**src/common/rmsq_pkg.sv**
```systemverilog
package rmsq_pkg;
    localparam int unsigned CLK_HZ        = 20_000_000;
    localparam int unsigned TICK_CYC      = CLK_HZ / 1000;
    localparam int unsigned DEBOUNCE_MS   = 60;
    localparam int unsigned CONVERT_MS    = 200;
    localparam int unsigned MIN_CLOSE_MS  = 260;
    localparam int unsigned MIN_OPEN_MS   = 60;
    localparam int unsigned TICK_W        = 15;
    localparam int unsigned MS_W          = 20;
    localparam logic [9:0]  TIME_OFF      = 10'h000;
    localparam int unsigned SEC_MS        = 1000;

    typedef enum logic [1:0] {
        RMSQ_IDLE,
        RMSQ_CHARGE,
        RMSQ_MEASURE
    } rmsq_state_t;
endpackage

```
**src/hdl/rmsq_sequencer.sv**
```systemverilog
// Operation
// - Close starts charging or measurement, open ends it.
// - Level change valid after 60 ms stable.
// - Result only after 200 ms conversion.
// - Measuring timer ends measurement automatically.
// - Valid opening ends measurement before timer.
// - Charging timer then measurement; opening aborts.
// - Charge, measure, timed end; opening terminates.
`timescale 1ns/1ps
`default_nettype none
module rmsq_sequencer
    import rmsq_pkg::*;
#(
    // Clock frequency that the millisecond tick is derived from.
    parameter int unsigned CLK_FREQ_HZ = CLK_HZ
)
(
    input  wire logic       ref_clk,
    input  wire logic       reset,
    input  wire logic       remote_closed,
    input  wire logic [9:0] charge_time_s,
    input  wire logic [9:0] measure_time_s,
    output logic            charging,
    output logic            measuring,
    output logic            result_valid,
    output logic            meas_done
);
    typedef struct packed {
        logic              sync1;
        logic              sync2;
        logic              level;
        logic [TICK_W-1:0] tick_cnt;
        logic              tick;
        logic [6:0]        deb_ms;
        rmsq_state_t       state;
        logic [MS_W-1:0]   phase_ms;
        logic [7:0]        conv_ms;
        logic              charging;
        logic              measuring;
        logic              result_valid;
        logic              meas_done;
    } rmsq_regs_t;

    rmsq_regs_t r_reg;
    rmsq_regs_t r_next;

    assign charging     = r_reg.charging;
    assign measuring    = r_reg.measuring;
    assign result_valid = r_reg.result_valid;
    assign meas_done    = r_reg.meas_done;

    localparam int unsigned       TICK_N    = CLK_FREQ_HZ / 1000;
    localparam logic [TICK_W-1:0] TICK_LAST = TICK_W'(TICK_N - 1);
    localparam logic [6:0]        DEB_LAST  = 7'(DEBOUNCE_MS);
    localparam logic [7:0]        CONV_LAST = 8'(CONVERT_MS);

    logic [MS_W-1:0] charge_ms;
    logic [MS_W-1:0] measure_ms;
    assign charge_ms  = MS_W'(charge_time_s * SEC_MS);
    assign measure_ms = MS_W'(measure_time_s * SEC_MS);

    always_comb begin
        logic open_ev;
        logic close_ev;
        open_ev  = 1'b0;
        close_ev = 1'b0;
        r_next = r_reg;
        r_next.sync1 = remote_closed;
        r_next.sync2 = r_reg.sync1;
        r_next.meas_done = 1'b0;
        // Free-running millisecond tick from the system clock.
        r_next.tick = (r_reg.tick_cnt == TICK_LAST);
        r_next.tick_cnt = r_next.tick ? '0 : r_reg.tick_cnt + 1'b1;
        // A differing level must hold for the full debounce span.
        if (r_reg.sync2 == r_reg.level) begin
            r_next.deb_ms = '0;
        end else if (r_reg.tick) begin
            if (r_reg.deb_ms == DEB_LAST - 7'h01) begin
                r_next.level  = r_reg.sync2;
                r_next.deb_ms = '0;
                close_ev = r_reg.sync2;
                open_ev  = ~r_reg.sync2;
            end else begin
                r_next.deb_ms = r_reg.deb_ms + 7'h01;
            end
        end
        unique case (r_reg.state)
            RMSQ_IDLE: begin
                if (close_ev) begin
                    r_next.phase_ms     = '0;
                    r_next.conv_ms      = '0;
                    r_next.result_valid = 1'b0;
                    if (charge_time_s != TIME_OFF) begin
                        r_next.state    = RMSQ_CHARGE;
                        r_next.charging = 1'b1;
                    end else begin
                        r_next.state     = RMSQ_MEASURE;
                        r_next.measuring = 1'b1;
                    end
                end
            end
            RMSQ_CHARGE: begin
                if (open_ev) begin
                    r_next.state    = RMSQ_IDLE;
                    r_next.charging = 1'b0;
                end else if (r_reg.tick) begin
                    if (r_reg.phase_ms >= charge_ms - 1'b1) begin
                        r_next.state     = RMSQ_MEASURE;
                        r_next.charging  = 1'b0;
                        r_next.measuring = 1'b1;
                        r_next.phase_ms  = '0;
                    end else begin
                        r_next.phase_ms = r_reg.phase_ms + 1'b1;
                    end
                end
            end
            RMSQ_MEASURE: begin
                if (r_reg.tick && r_reg.conv_ms != CONV_LAST) begin
                    r_next.conv_ms = r_reg.conv_ms + 8'h01;
                end
                // Conversion must finish before any result appears.
                if (r_reg.conv_ms == CONV_LAST) begin
                    r_next.result_valid = 1'b1;
                end
                if (r_reg.tick) begin
                    r_next.phase_ms = r_reg.phase_ms + 1'b1;
                end
                if (open_ev) begin
                    r_next.state     = RMSQ_IDLE;
                    r_next.measuring = 1'b0;
                    r_next.meas_done = 1'b1;
                end else if (measure_time_s != TIME_OFF && r_reg.tick
                             && r_reg.phase_ms >= measure_ms - 1'b1) begin
                    r_next.state     = RMSQ_IDLE;
                    r_next.measuring = 1'b0;
                    r_next.meas_done = 1'b1;
                end
            end
        endcase
    end

    always_ff @(posedge ref_clk) begin
        if (reset) begin
            r_reg <= '0;
        end else begin
            r_reg <= r_next;
        end
    end
endmodule
`default_nettype wire

```
**config.mk**
```make
export PLATFORM = sky130hd
export DESIGN_NAME = rmsq_sequencer
export DESIGN_NICKNAME = d
export VERILOG_FILES = /design/src/common/rmsq_pkg.sv /design/src/hdl/rmsq_sequencer.sv
export SDC_FILE = /design/constraint.sdc
export NUM_CORES = 1
export LEC_CHECK = 0
export ABC_AREA = 1
export BUFFER_PORTS_ARGS = -buffer_cell sky130_fd_sc_hd__buf_2
export CORE_ASPECT_RATIO = 0.7
export CORE_UTILIZATION = 50
export CTS_CLUSTER_SIZE = 24
export DETAILED_ROUTE_END_ITERATION = 7
export PLACE_DENSITY = 0.69
export RECOVER_POWER = 25
export REMOVE_ABC_BUFFERS = 1
export SLEW_MARGIN = 20
export SYNTH_ARGS = -nofsm -noshare
export SYNTH_HDL_FRONTEND = slang
export SYNTH_SLANG_ARGS = --single-unit
```
**constraint.sdc**
```tcl
create_clock -name ref_clk -period 8.8 [get_ports ref_clk]
set_input_delay 0.88 -clock ref_clk [delete_from_list [all_inputs] [get_ports ref_clk]]
set_output_delay 0.88 -clock ref_clk [all_outputs]
set_load 0.02 [all_outputs]
```
## After elaboration in Yosys (flattened, before gate mapping)

Index checks and enable logic that the tools add are counted.

- Add/subtract/negate cells: 6
- Multiply operators: 2
- Div/mod/pow operators: 0
- $lt $le $gt $ge: 2
- Equal/unequal tests: 19
- Shift-type cells: 0
- Multiplexer cells: 34
- Bitwise operators: 3
- Reductions and logical operators: 18

Operators by type and width:

| operator | number |
|---|---|
| $pmux 22 s3 | 1 |
| $mux 20 | 3 |
| $ge 20x20->1 | 2 |
| $sub 20x1->20 const B | 2 |
| $mul 10x7->17 const B | 2 |
| $mux 33 | 1 |
| $mux 22 | 1 |
| $add 20x1->20 const B | 1 |
| $reduce_bool 10->1 | 2 |
| $ne 2x2->1 const B | 9 |
| $pmux 8 s2 | 1 |
| $add 15x1->15 const B | 1 |
| $eq 15x15->1 const B | 1 |
| $mux 1 | 15 |
| $mux 2 | 7 |
| $ne 3x3->1 const B | 3 |
| $reduce_and 3->1 | 3 |
| $add 8x1->8 const B | 1 |
| $eq 8x8->1 const B | 1 |
| $mux 8 | 1 |
| $ne 8x8->1 const B | 1 |
| $reduce_and 4->1 | 2 |
| $add 7x1->7 const B | 1 |
| $eq 7x6->1 const B | 1 |
| 13 further kinds | 21 |

- Flip-flop bits (word level): 60
- Bits in latches: 0
- Bits in writable memories: 0
- ROM bits: 0
- Input port bits: 23
- Output and inout bits: 4
- Word-level logic and storage cells: 97
- Memories kept: 0

## Longest topological paths before layout

- Word-level depth: 7
- Depth in mapped cells: 35
- Depth with buffers taken out: 35

## Worst setup path after synthesis

OpenSTA, ideal clock, no wires.

- Path kind: input-to-reg
- Start: input charge_time_s[4]
- End: register r_reg[13] (netlist name)
- Library setup time: 0.116 ns
- Data arrival time: 5.703 ns
- Required time: 8.684 ns
- Setup slack: 2.982 ns
- Stages: 31
- Path buffers: 1
- Path through: inv_1 -> fa_1 -> fa_1 -> inv_1 -> fa_1 -> inv_1 -> fa_1 -> inv_1 -> ha_1 -> nand2_1 -> nor2_1 -> nand3_1 -> nand3_1 -> nand2_1 -> nand2_1 -> nand2_1 -> nor2_1 -> nand4_1 -> nand2_1 -> inv_1 -> ha_1 -> nand2_1 -> nor4_1 -> nand2_1 -> nand2_1 -> o21ai_0 -> nand2_1 -> nand2_1 -> nand2_1 -> buf_2 -> nor2_1

- Longest elaborated chain between the ends: 7

Ends and longest elaborated chain:

| what | RTL line | RTL |
|---|---|---|
| start, declared | rmsq_sequencer.sv:21 | `input wire logic [9:0] charge_time_s,` |
| $mul 10x7->17 | rmsq_sequencer.sv:59 | `assign charge_ms = MS_W'(charge_time_s * SEC_MS);` |
| $sub 20x1->20 | rmsq_sequencer.sv:107 | `if (r_reg.phase_ms >= charge_ms - 1'b1) begin` |
| $ge 20x20->1 | rmsq_sequencer.sv:107 |  |
| $mux 20 | rmsq_sequencer.sv:107 |  |
| $mux 22 | rmsq_sequencer.sv:106 | `end else if (r_reg.tick) begin` |
| $mux 20 | rmsq_sequencer.sv:103 | `if (open_ev) begin` |
| $pmux 22 s3 | rmsq_sequencer.sv:87 | `unique case (r_reg.state)` |
| end signal, assigned | rmsq_sequencer.sv:146 | `r_reg <= r_next;` |
| end, declared | rmsq_sequencer.sv:44 | `rmsq_regs_t r_reg;` |

No other way between the ends. The select of a mux whose other input is x is not followed.
A chain may end at the register's enable or synchronous reset.

## Worst setup path in the final report

- Start: input charge_time_s[5]
- End: register r_reg[20] (netlist name)

Same word-level chain as after synthesis.

==> run metrics <==
outcome=complete, no violations; cts bufs inserted=9; critical path startpoint category=primary input; row count=39; DP Wirelength=15200 µm; vias in the first global route=6437; largest net degree at the start of global routing=16; final design instance area without fill=0.00922 mm²; H-tree depth=3; chip width=158 µm; max-cap violations=0; Cell variety after synth=48; final hold vios=0; Area after DPL=0.00890 mm²; via count=7228; total track usage=21.5%; Seq/Total Area, Yosys=14.1%; # IOs=27; Routed Wire Length=18000 µm; fillers=1561; commonest cells after routing, fill and taps aside=nand2_1 (259), inv_1 (252), ha_1 (132), nor2_1 (131), nand3_1 (75); Vias/cell=4.90; CTS tree=done; # hold bufs at CTS=0; number of setup violations in the final report=0; maximum vdd drop=0.179 mV; HP Class=reg2reg; CP endpoint kind=flip-flop; GPL Wtd Cong=0.894; area taken by multi-input logic gates=0.00632 mm²; Nets=1460; Clock Path Buffers=2; synthesized flop and latch total=60; Setup WS pre-CTS=1650 ps; initial DRC count=474; Worst Clk Skew=8.60 ps; Die ar.=0.0176 mm²; port bufs=26; clock root cell=clkbuf_16; CTS resizes=0; initial core utilization=51.7%; DR WL/cell=12.2 µm; post-route minimum period=6920 ps; period utilization=78.6%; die height=111 µm; Setup TNS Final=0 ps; Synth Cell Area=0.00853 mm²; core area=0.0165 mm²; Arr. time, crit path=7100 ps; worst skew pair latency=330 ps; worst setup margin=1880 ps; synth-to-layout area growth=8.04%; CP max FO=15; Residual DRC=0; DRT antenna net count=0; initial antenna violation count=0; slowest stage delay, CP=510 ps; CP required=8990 ps; Post-Synthesis Cells=1215; area share of the largest cell type after synthesis=19.4%; syn avg cell area=7.02 µm²; Storage cell area=0.00120 mm²; clock sinks=60; relative slew slack=38.8%; Power per Cell Area=301 mW/mm²; Slew @ Worst Pin=918 ps; Slowest-stage cell, CP=fa_1; fmax=145 MHz; commonest non-fill, non-tap cell in the layout=nand2_1; RSZ-0062 raised after global routing=no; Setup Fix Bufs, Post-CTS=0; gr ovfl total=0; largest area contributor in the synthesized netlist=ha_1; Area contributors post-synth=ha_1 (19%), dfxtp_1 (14%), fa_1 (14%), nand2_1 (11%), inv_1 (11%); crit path kind=in2reg; first-pass GRT wire length=30600 µm; Leakage=4.72 nW; DRT Pass-1 Iters=5; synth warn=0; Largest register FFs=55; Ant. Diodes=0; pins over their slew limit=0; share of cells above drive strength 1=6.48%; Most common cell on crit path=nand2_1; Reg clk slew, reported paths=60 ps
-- synth_stat cells (all sizes together) --
library cell / count
nand2: 268
a21o: 3
inv: 258
a31oi: 1
nand3: 81
nor4: 4
clkinv: 1
xor2: 32
a211oi: 2
clkbuf: 2
dfxtp: 60
o21bai: 4
nand4: 23
nor3b: 3
ha: 132
nor3: 24
xnor2: 19
mux2i: 1
o22ai: 1
buf: 5
and3: 1
nor2: 142
fa: 60
nand3b: 3
o21a: 2
o21ai: 28
or2: 2
and2: 1
a21oi: 52
-- worst paths after layout --
check	from	endpoint	slack, ps	cells past startpoint
worst max-delay path	charge_time_s[5]	r_reg[20]	1880	31
worst min-delay path	r_next[58]	r_reg[58]	410	2
worst min register to register	r_next[58]	r_reg[58]	410	2
worst max register to register	r_reg[35]	r_reg[20]	6160	10
-- through the flow --
stage | std cells | util, % | hold slack, ps | total power, mW
2_1_floorplan | 1208 | - | 388 | 1.98
3_3_place_gp | 1459 | 54.0 | 396 | 2.33
3_5_place_dp | 1459 | 54.0 | 396 | 2.36
4_1_cts | 1475 | 55.9 | 415 | 2.76
5_1_grt | 1475 | 55.9 | 430 | 3.09
6_report | 1475 | 55.9 | 411 | 2.77
-- final cells by class --
cell class	count	area share (%)
inverters	259	10.5
repair buffers	26	1.34
clock buffers	9	2.44
flip-flops and latches	60	13.0
multi-input cells	889	68.5
clock inverters	7	1.07
well taps	225	3.05
-- routing by layer --
metal	part of all wire (%)	vias to the layer above	track usage, %
met5	0	-	0
met2	37	134	28.3
met3	5.2	9	3.40
li1	-	3853	-
met1	57	3232	36.1
met4	0.68	0	2.88
-- where the power goes --
part	internal (mW)	switching (mW)	total, mW
combinational	0.722	1.38	2.10
sequential	0.283	0.00714	0.290
clock	0.249	0.136	0.385
-- logic make-up after synthesis --
family | synth area share [%]
AND/OR/NAND/NOR | 28.9
buffers and inverters | 11.9
multiplexers | 0.117
adder cells (fa/ha/maj) | 33.4
XOR/XNOR | 5.63
AO/OA/AOI/OAI | 5.94
flip-flops | 14.1
-- worst max-delay path: cells and delay by family --
family | cells | cell delay [ps]
simple gates | 18 | 2970
fa+ha+maj | 6 | 2620
buf+inv | 6 | 570
compound gates | 1 | 80
Note: power is estimated with default switching activity, not from simulation.
